===== src/dew_cfg.svh =====
// offsets, field positions, reset values and timing counts
`ifndef DEW_CFG_SVH
`define DEW_CFG_SVH
`define DEW_AXI_AW 12
`define DEW_MEM_AW 8
`define DEW_CSR_OFF 12'h02C
`define DEW_CSR_RESET 8'h00
`define DEW_BIT_IE 2
`define DEW_BIT_WBM 1
`define DEW_BIT_PGM 0
`define DEW_LATCHES 16
`define DEW_CLK_MHZ 50
`define DEW_ERASE_US 2000
`define DEW_WRITE_US 2000
`define DEW_ERASE_CYC (`DEW_ERASE_US * `DEW_CLK_MHZ)
`define DEW_WRITE_CYC (`DEW_WRITE_US * `DEW_CLK_MHZ)
`define DEW_RESP_OKAY 2'h0
`define DEW_RESP_SLVERR 2'h2
`endif


===== src/dew_pkg.sv =====
// types shared by the data eeprom write controller
`include "dew_cfg.svh"
package dew_pkg;
  // programming sequencer states
  typedef enum logic [1:0] {ST_IDLE, ST_ERASE, ST_WRITE} dew_state_t;
  // axi4-lite master to slave
  typedef struct packed {
    logic awvalid;
    logic [`DEW_AXI_AW-1:0] awaddr;
    logic wvalid;
    logic [31:0] wdata;
    logic [3:0] wstrb;
    logic bready;
    logic arvalid;
    logic [`DEW_AXI_AW-1:0] araddr;
    logic rready;
  } dew_axi_req_t;
  // axi4-lite slave to master
  typedef struct packed {
    logic awready;
    logic wready;
    logic bvalid;
    logic [1:0] bresp;
    logic arready;
    logic rvalid;
    logic [31:0] rdata;
    logic [1:0] rresp;
  } dew_axi_rsp_t;
  // processor data bus access to the eeprom area
  typedef struct packed {
    logic sel;
    logic we;
    logic [`DEW_MEM_AW-1:0] addr;
    logic [7:0] wdata;
  } dew_mem_req_t;
endpackage


===== src/dew_ctrl.sv =====
// data eeprom access and row programming controller with axi4-lite csr
//
// Contract
// - read mode returns array byte same cycle
// - write mode latches bus writes by address
// - program start programs all latched bytes
// - row comes from latest latched write
// - cycle end clears both bits, raises irq if ie set
// - vector fetch clears pending completion irq
// - latches cleared at end, wbm fall; and-combine
// - latched data cannot be read back
// - sleep waits for programming to finish
// - halt abandons any operation at once
// - read in write mode leaves bus undriven
// - writes in read mode are not latched
// - interrupted cycle leaves row unguaranteed
// - csr resets zero, bits 7:3 read zero
// - irq enable written any cycle but the commit cycle, gates completion
// - wbm cleared by software only when idle
// - program start reads one while busy
//
// Local design decision: register access over AXI4-Lite.
`timescale 1ns/100ps
`include "dew_cfg.svh"
module dew_ctrl #(
  parameter int ERASE_CYCLES = `DEW_ERASE_CYC,
  parameter int WRITE_CYCLES = `DEW_WRITE_CYC,
  parameter int MEM_BYTES = 256
) (
  input wire logic aclk,
  input wire logic aresetn,
  input wire dew_pkg::dew_axi_req_t axi_req,
  output dew_pkg::dew_axi_rsp_t axi_rsp,
  input wire dew_pkg::dew_mem_req_t mem_req,
  output logic [7:0] mem_rdata,
  output logic mem_rdata_oe_n,
  input wire logic sleep_instruction,
  input wire logic halt_instruction,
  input wire logic wake,
  input wire logic irq_vector_fetch,
  output logic done_irq,
  output logic busy,
  output logic wait_mode,
  output logic halt_mode
);
  // ********************************************************
  // decode helpers
  // ********************************************************
  // csr hit, used by both the write and the read path
  function automatic logic is_csr(input logic [`DEW_AXI_AW-1:0] a);
    is_csr = (a == `DEW_CSR_OFF);
  endfunction

  // ********************************************************
  // axi4-lite slave
  // ********************************************************
  logic aw_held_q, aw_held_d; // write address taken, waiting for data
  logic w_held_q, w_held_d; // write data taken, waiting for address
  logic [`DEW_AXI_AW-1:0] awaddr_q, awaddr_d;
  logic [31:0] wdata_q, wdata_d;
  logic [3:0] wstrb_q, wstrb_d;
  logic bvalid_q, bvalid_d;
  logic [1:0] bresp_q, bresp_d;
  logic rvalid_q, rvalid_d;
  logic [31:0] rdata_q, rdata_d;
  logic [1:0] rresp_q, rresp_d;
  logic wr_fire; // both halves present, commit this cycle
  logic csr_wr; // low byte of the csr written
  logic [7:0] csr_view; // csr as software sees it
  // control state, declared here since the read path shows it
  logic ie_q, ie_d;
  logic wbm_q, wbm_d;
  logic pgm_q, pgm_d;

  // accept one write and one read at a time
  assign axi_rsp.awready = !aw_held_q && !bvalid_q;
  assign axi_rsp.wready = !w_held_q && !bvalid_q;
  assign axi_rsp.bvalid = bvalid_q;
  assign axi_rsp.bresp = bresp_q;
  assign axi_rsp.arready = !rvalid_q;
  assign axi_rsp.rvalid = rvalid_q;
  assign axi_rsp.rdata = rdata_q;
  assign axi_rsp.rresp = rresp_q;
  assign wr_fire = aw_held_q && w_held_q && !bvalid_q;
  assign csr_wr = wr_fire && is_csr(awaddr_q) && wstrb_q[0];
  // reserved bits 7:3 always read zero
  assign csr_view = {5'h00, ie_q, wbm_q, pgm_q};

  // next state of the bus slave
  always_comb
  begin
    aw_held_d = aw_held_q;
    w_held_d = w_held_q;
    awaddr_d = awaddr_q;
    wdata_d = wdata_q;
    wstrb_d = wstrb_q;
    bvalid_d = bvalid_q;
    bresp_d = bresp_q;
    rvalid_d = rvalid_q;
    rdata_d = rdata_q;
    rresp_d = rresp_q;
    // address and data may arrive in either order
    if (axi_req.awvalid && axi_rsp.awready)
    begin
      aw_held_d = 1'b1;
      awaddr_d = axi_req.awaddr;
    end
    if (axi_req.wvalid && axi_rsp.wready)
    begin
      w_held_d = 1'b1;
      wdata_d = axi_req.wdata;
      wstrb_d = axi_req.wstrb;
    end
    // response once both halves are held
    if (wr_fire)
    begin
      aw_held_d = 1'b0;
      w_held_d = 1'b0;
      bvalid_d = 1'b1;
      bresp_d = is_csr(awaddr_q) ? `DEW_RESP_OKAY : `DEW_RESP_SLVERR;
    end
    else if (bvalid_q && axi_req.bready)
    begin
      bvalid_d = 1'b0;
    end
    // reads answer the cycle after the address is taken
    if (axi_req.arvalid && axi_rsp.arready)
    begin
      rvalid_d = 1'b1;
      rdata_d = is_csr(axi_req.araddr) ? {24'h000000, csr_view} : 32'h0;
      rresp_d = is_csr(axi_req.araddr) ? `DEW_RESP_OKAY : `DEW_RESP_SLVERR;
    end
    else if (rvalid_q && axi_req.rready)
    begin
      rvalid_d = 1'b0;
    end
  end

  // register the bus slave
  always_ff @(posedge aclk)
  begin
    if (!aresetn)
    begin
      aw_held_q <= 1'b0;
      w_held_q <= 1'b0;
      awaddr_q <= '0;
      wdata_q <= 32'h0;
      wstrb_q <= 4'h0;
      bvalid_q <= 1'b0;
      bresp_q <= `DEW_RESP_OKAY;
      rvalid_q <= 1'b0;
      rdata_q <= 32'h0;
      rresp_q <= `DEW_RESP_OKAY;
    end
    else
    begin
      aw_held_q <= aw_held_d;
      w_held_q <= w_held_d;
      awaddr_q <= awaddr_d;
      wdata_q <= wdata_d;
      wstrb_q <= wstrb_d;
      bvalid_q <= bvalid_d;
      bresp_q <= bresp_d;
      rvalid_q <= rvalid_d;
      rdata_q <= rdata_d;
      rresp_q <= rresp_d;
    end
  end

  // ********************************************************
  // control register, sequencer, irq and power modes
  // ********************************************************
  localparam logic [31:0] ERASE_LAST = 32'(ERASE_CYCLES - 1);
  localparam logic [31:0] WRITE_LAST = 32'(WRITE_CYCLES - 1);
  dew_pkg::dew_state_t state_q, state_d;
  logic [31:0] cnt_q, cnt_d; // cycles left in the current phase
  logic irq_q, irq_d; // pending completion request
  logic wpend_q, wpend_d; // sleep seen while programming
  logic wait_q, wait_d;
  logic halt_q, halt_d;
  logic commit; // one-cycle pulse at the end of the write phase

  // next state of the control group
  always_comb
  begin
    ie_d = ie_q;
    wbm_d = wbm_q;
    pgm_d = pgm_q;
    state_d = state_q;
    cnt_d = cnt_q;
    irq_d = irq_q;
    wpend_d = wpend_q;
    wait_d = wait_q;
    halt_d = halt_q;
    commit = 1'b0;
    // timed phases: erase chained into write
    case (state_q)
      dew_pkg::ST_ERASE:
      begin
        if (cnt_q == 32'h0)
        begin
          state_d = dew_pkg::ST_WRITE;
          cnt_d = WRITE_LAST;
        end
        else
          cnt_d = cnt_q - 32'h1;
      end
      dew_pkg::ST_WRITE:
      begin
        if (cnt_q == 32'h0)
        begin
          commit = 1'b1;
          state_d = dew_pkg::ST_IDLE;
          pgm_d = 1'b0;
          wbm_d = 1'b0;
        end
        else
          cnt_d = cnt_q - 32'h1;
      end
      default:
        cnt_d = cnt_q;
    endcase
    // software access; hardware end still wins below
    if (csr_wr && !commit)
    begin
      ie_d = wdata_q[`DEW_BIT_IE];
      if (wdata_q[`DEW_BIT_WBM])
        wbm_d = 1'b1;
      else if (!pgm_q)
        wbm_d = 1'b0;
      if (wdata_q[`DEW_BIT_PGM] && !pgm_q)
      begin
        pgm_d = 1'b1;
        state_d = dew_pkg::ST_ERASE;
        cnt_d = ERASE_LAST;
      end
      else if (!wdata_q[`DEW_BIT_PGM] && pgm_q)
      begin
        // abort: row left partly programmed
        pgm_d = 1'b0;
        state_d = dew_pkg::ST_IDLE;
      end
    end
    // pending request: a new completion beats the vector clear
    if (irq_vector_fetch)
      irq_d = 1'b0;
    if (commit && ie_q)
      irq_d = 1'b1;
    // wake releases both low power modes
    if (wake)
    begin
      wait_d = 1'b0;
      halt_d = 1'b0;
    end
    // wait only once the sequencer is idle
    if (sleep_instruction)
      wpend_d = 1'b1;
    if ((sleep_instruction || wpend_q) && state_d == dew_pkg::ST_IDLE)
    begin
      wait_d = 1'b1;
      wpend_d = 1'b0;
    end
    // halt drops the programming cycle and its commit, keeps a pending irq; data in flight may be corrupt
    if (halt_instruction)
    begin
      halt_d = 1'b1;
      state_d = dew_pkg::ST_IDLE;
      pgm_d = 1'b0;
      commit = 1'b0;
      irq_d = irq_q && !irq_vector_fetch;
    end
  end

  // register the control group
  always_ff @(posedge aclk)
  begin
    if (!aresetn)
    begin
      ie_q <= 1'b0;
      wbm_q <= 1'b0;
      pgm_q <= 1'b0;
      state_q <= dew_pkg::ST_IDLE;
      cnt_q <= 32'h0;
      irq_q <= 1'b0;
      wpend_q <= 1'b0;
      wait_q <= 1'b0;
      halt_q <= 1'b0;
    end
    else
    begin
      ie_q <= ie_d;
      wbm_q <= wbm_d;
      pgm_q <= pgm_d;
      state_q <= state_d;
      cnt_q <= cnt_d;
      irq_q <= irq_d;
      wpend_q <= wpend_d;
      wait_q <= wait_d;
      halt_q <= halt_d;
    end
  end

  assign done_irq = irq_q;
  assign busy = pgm_q;
  assign wait_mode = wait_q;
  assign halt_mode = halt_q;

  // ********************************************************
  // data latches and array
  // ********************************************************
  localparam int LW = $clog2(`DEW_LATCHES);
  logic [7:0] mem_q [MEM_BYTES]; // nonvolatile cells, no reset
  logic [7:0] latch_q [`DEW_LATCHES];
  logic [7:0] latch_d [`DEW_LATCHES];
  logic [`DEW_LATCHES-1:0] lval_q, lval_d; // byte captured since clear
  logic [`DEW_MEM_AW-LW-1:0] row_q, row_d;
  logic lat_wr; // bus write captured into a latch
  logic lat_clr; // end of cycle or falling write mode

  // capture only in write mode and outside a cycle
  assign lat_wr = mem_req.sel && mem_req.we && wbm_q && !pgm_q;
  assign lat_clr = commit || (wbm_q && !wbm_d);
  assign row_d = lat_wr ? mem_req.addr[`DEW_MEM_AW-1:LW] : row_q;

  // one lane per latch byte
  for (genvar i = 0; i < `DEW_LATCHES; i++)
  begin : g_lane
    always_comb
    begin
      latch_d[i] = latch_q[i];
      lval_d[i] = lval_q[i];
      if (lat_clr)
      begin
        latch_d[i] = 8'hFF;
        lval_d[i] = 1'b0;
      end
      else if (lat_wr && mem_req.addr[LW-1:0] == LW'(i))
      begin
        // repeated writes over-program, never restore bits
        latch_d[i] = latch_q[i] & mem_req.wdata;
        lval_d[i] = 1'b1;
      end
    end
  end

  // register latches, row and the array itself
  always_ff @(posedge aclk)
  begin
    if (!aresetn)
    begin
      for (int k = 0; k < `DEW_LATCHES; k++)
        latch_q[k] <= 8'hFF;
      lval_q <= '0;
      row_q <= '0;
    end
    else
    begin
      for (int k = 0; k < `DEW_LATCHES; k++)
        latch_q[k] <= latch_d[k];
      lval_q <= lval_d;
      row_q <= row_d;
    end
    // cells keep their value through reset
    if (commit)
      for (int k = 0; k < `DEW_LATCHES; k++)
        if (lval_q[k])
          mem_q[{row_q, LW'(k)}] <= latch_q[k];
  end

  // array read path only; latches have no read path at all
  assign mem_rdata = wbm_q ? 8'h00 : mem_q[mem_req.addr];
  assign mem_rdata_oe_n = !(mem_req.sel && !mem_req.we && !wbm_q);
endmodule


===== config.mk =====
export PLATFORM = sky130hd
export DESIGN_NAME = dew_ctrl
export DESIGN_NICKNAME = d
export VERILOG_FILES = /design/src/dew_pkg.sv /design/src/dew_ctrl.sv
export VERILOG_INCLUDE_DIRS = /design/src
export SDC_FILE = /design/constraint.sdc
export NUM_CORES = 2
export LEC_CHECK = 0
export ABC_CLOCK_PERIOD_IN_PS = 2600
export CORE_ASPECT_RATIO = 1.75
export CORE_MARGIN = 3
export CORE_UTILIZATION = 37
export DETAILED_ROUTE_END_ITERATION = 6
export DONT_BUFFER_PORTS = 1
export PLACE_DENSITY = 0.62
export SYNTH_ARGS = -nofsm -noshare
export SYNTH_HDL_FRONTEND = slang
export SYNTH_SLANG_ARGS = --single-unit

===== constraint.sdc =====
create_clock -name aclk -period 2.6 [get_ports aclk]
set_input_delay 0.13 -clock aclk [delete_from_list [all_inputs] [get_ports aclk]]
set_output_delay 0.13 -clock aclk [all_outputs]
set_load 0.02 [all_outputs]

==> impl_metrics.tcl <==
set metrics [dict create \
    cts_sinks 2262 \
    required_ps 2470 \
    r2r_end "mem_q[49][4]$_DFFE_PP_" \
    portBuffers 0 \
    synth_edf_count 2048 \
    cts_buffer_depth 4 \
    hold_viol 0 \
    drtIter0Drc 8619 \
    grtUsageTotal_pct 31.0 \
    synth-xor-area-share_pct 0 \
    cpPeakStageDelay_ps 800 \
    place.gp.congestion 1.06 \
    cpMaxStageDelayCell "mux2i_1" \
    rr_worst_depth 12 \
    final_core_util_pct 46.9 \
    synth_top_area_share_pct 70.3 \
    muxShareOfSynthArea_pct 13.8 \
    crit_family "compound AO/OA/AOI/OAI gates" \
    hold-worst-slack_ps 76.8 \
    vias 54600 \
    setup-violations-final 2072 \
    ant_nets 0 \
    status "complete, but fails checks" \
    drive_gt1_share_pct 35.1 \
    post_synth_num_cell_types 77 \
    h-tree-depth 4 \
    synth_fa_ha_area_share_pct 0.0715 \
    fmax_mhz 254 \
    totalWireLength_mm 383 \
    crit_chain "mux2i_1 -> o221ai_1 -> buf_4 -> a21oi_1 -> buf_4 -> o21ai_0 -> a21oi_1 -> o41ai_4 -> buf_4" \
    tightestPinTransition_ps 1970 \
    yosysTopAreaCell "edfxtp_1" \
    drc 1 \
    worst_hold_path_type "input pin to flip-flop" \
    critPathArrivalTime_ps 3810 \
    cts-root-buf "clkbuf_16" \
    die_x_um 374 \
    cp.depth 9 \
    violations "DRC, slew limit, setup timing" \
    yosys.area_share.simple_pct 3.96 \
    antenna_found_initial 36 \
    hold_path.startpoint "sleep_instruction" \
    coreArea_um2 235000 \
    io_pins 143 \
    dp_hpwl_mm 257 \
    powerDensity_nw_per_um2 658 \
    routedWlPerCell_um 42.8 \
    grt_pass1_wl_mm 497 \
    p_total_w 0.0725 \
    grt_pass1_vias 52800 \
    finalWorstSetupSlack_ps -1340 \
    final_max_slew_viol_count 138 \
    ys_ff_latch 2262 \
    synthTopCellsByArea "edfxtp_1 70%, mux4_2 10%, dfxtp_1 4.9%" \
    areaGrowthSynthToFinish_pct 25.9 \
    grt_max_degree 636 \
    nNetsFinal 5797 \
    cts_buffers 199 \
    slew_headroom_pct -31.4 \
    ys.flop_type "edfxtp_1" \
    cap_violations 0 \
    whs_path_depth 3 \
    hold-path-endpoint "wait_mode$_SDFFE_PN0P_" \
    dr.pass1.iters 7 \
    initial_core_util_pct 37.3 \
    syn_area_um2 87500 \
    synth_most_common_cell "edfxtp_1" \
    yosys_warnings 0 \
    timing.rr.start "cnt_q[25]$_SDFF_PN0_" \
    irDropWorstVdd_uv 488 \
    fin_crit_ps 3940 \
    r2r_slack_ps -410 \
    avgSynthCellArea_um2 18.4 \
    synth_async_sr_flop_share_pct 0 \
    dpl.cell_count 8434 \
    cts_tree "done" \
    worstPathMaxFanout 635 \
    finalCritPeriodShare_pct 152 \
    die-area_um2 243000 \
    num_rows 235 \
    fp.dieH_um 649 \
    crit_top_cell "buf_4" \
    ys_seq_area_share_pct 75.2 \
    crit_path_end_kind "output pin" \
    insertion_delay_ps 900 \
    clk_pin_slew_ps 70 \
    critPathBufInv 3 \
    rsz0062_at_grt "yes" \
    synth_compound_area_share_pct 5.04 \
    synth_commonest_cells "2048 x edfxtp_1, 404 x mux4_2, 303 x nor2_1" \
    critPathLaunchType "input pin" \
    vias_per_cell 6.09 \
    criticalPathCategory "input pin to output pin" \
    leakagePower_nw 35.3 \
    synth_top_family_by_area "multiplexers" \
    stdcell_count 8959 \
    syn_inst 4748 \
    gr-total-overflow 0 \
    clock_skew_ps 68.3 \
]
==> sequential cells by signal, indices dropped and copies added (netlist names), 2 cells and up <==
register,flops
mem_q,2048
latch_q,128
cnt_q,32
lval_q,16
awaddr_q,12
row_q,4
rdata_q,3
wdata_q,3
state_q,2
==> where the power goes <==
group          switching [W]  internal (W)
Sequential         0.0000238        0.0390
Clock                 0.0136        0.0159
Combinational        0.00236       0.00162
==> layout make-up <==
class                   instances  area, um^2
inverters                      28         110
fillers                     19600      124000
diodes                         22        55.1
well taps                    3081        3850
clock inverters               104         960
clock buffers                 250        5260
repair buffers               1037       11100
flip-flops and latches       2262       65800
multi-input cells            2175       23000
==> cell families after synthesis <==
kind of cell / Yosys count
DFF: 2262
and+or+nand+nor: 775
muxes: 697
AOI/OAI and AO/OA: 666
buffers and inverters: 342
adders and majority gates: 5
other: 1
==> cells in the final DEF (no fill, tap or decap), types with 45 or more instances in the layout <==
| cell | count |
|---|---|
| a21oi_1 | 108 |
| o221ai_1 | 86 |
| buf_12 | 127 |
| clkbuf_16 | 203 |
| nor2_1 | 45 |
| nor2_4 | 256 |
| mux4_2 | 404 |
| buf_4 | 551 |
| a22oi_1 | 46 |
| dfxtp_1 | 207 |
| buf_6 | 229 |
| o21ai_0 | 183 |
| mux2i_1 | 271 |
| edfxtp_1 | 2048 |
| nand2_1 | 265 |
| dlygate4sd3_1 | 82 |
==> how the worst max path moves through the flow <==
stage	from	endpoint	slack (ps)
4_1_cts	mem_q[63][2]$_DFFE_PP_	mem_rdata[2]	-880
3_5_place_dp	mem_req[9]	mem_rdata[2]	-650
3_3_place_gp	mem_req[9]	mem_rdata[2]	-670
2_1_floorplan	cnt_q[25]$_SDFF_PN0_	mem_q[98][0]$_DFFE_PP_	-120
6_report	mem_req[9]	mem_rdata[2]	-1340
5_1_grt	mem_q[66][0]$_DFFE_PP_	mem_rdata[0]	-880
==> metal layers <==
| layer | track usage [%] | vias to the layer above | share of wire [%] |
|---|---|---|---|
| li1 | - | 21100 | - |
| met1 | 33.0 | 28300 | 30 |
| met2 | 50.4 | 4100 | 48 |
| met3 | 5.51 | 1078 | 8.7 |
| met4 | 32.3 | 12 | 13 |
| met5 | 0 | - | 0.021 |
==> worst register-to-register path: cells and delay by family, from the launching register on <==
| family | cells | cell delay [ps] |
|---|---|---|
| buf+inv | 6 | 870 |
| flops | 1 | 350 |
| simple gates | 6 | 1480 |
==> metrics by stage <==
| step | worst slack (ps) | instance area, um^2 | TNS [ps] |
|---|---|---|---|
| after detailed placement | -645 | 98500 | -469180 |
| after global routing | -884 | 110000 | -737100 |
| after global placement | -672 | 98500 | -362990 |
| after floorplan | -119 | 88200 | -118050 |
| final | -1340 | 110000 | -541040 |
| after CTS | -877 | 108000 | -767980 |
==> what timing repair did <==
item | in CTS | in global routing
setup endpoints to repair | 2175 | 2194
pin swaps | 148 | 121
endpoints found under the hold margin | 214 | 3
resized for setup | 429 | 377
cloned | 13 | 4
hold buffers | 90 | 2
setup buffers | 43 | 18
No activity file was read; power rests on OpenSTA's default activity.
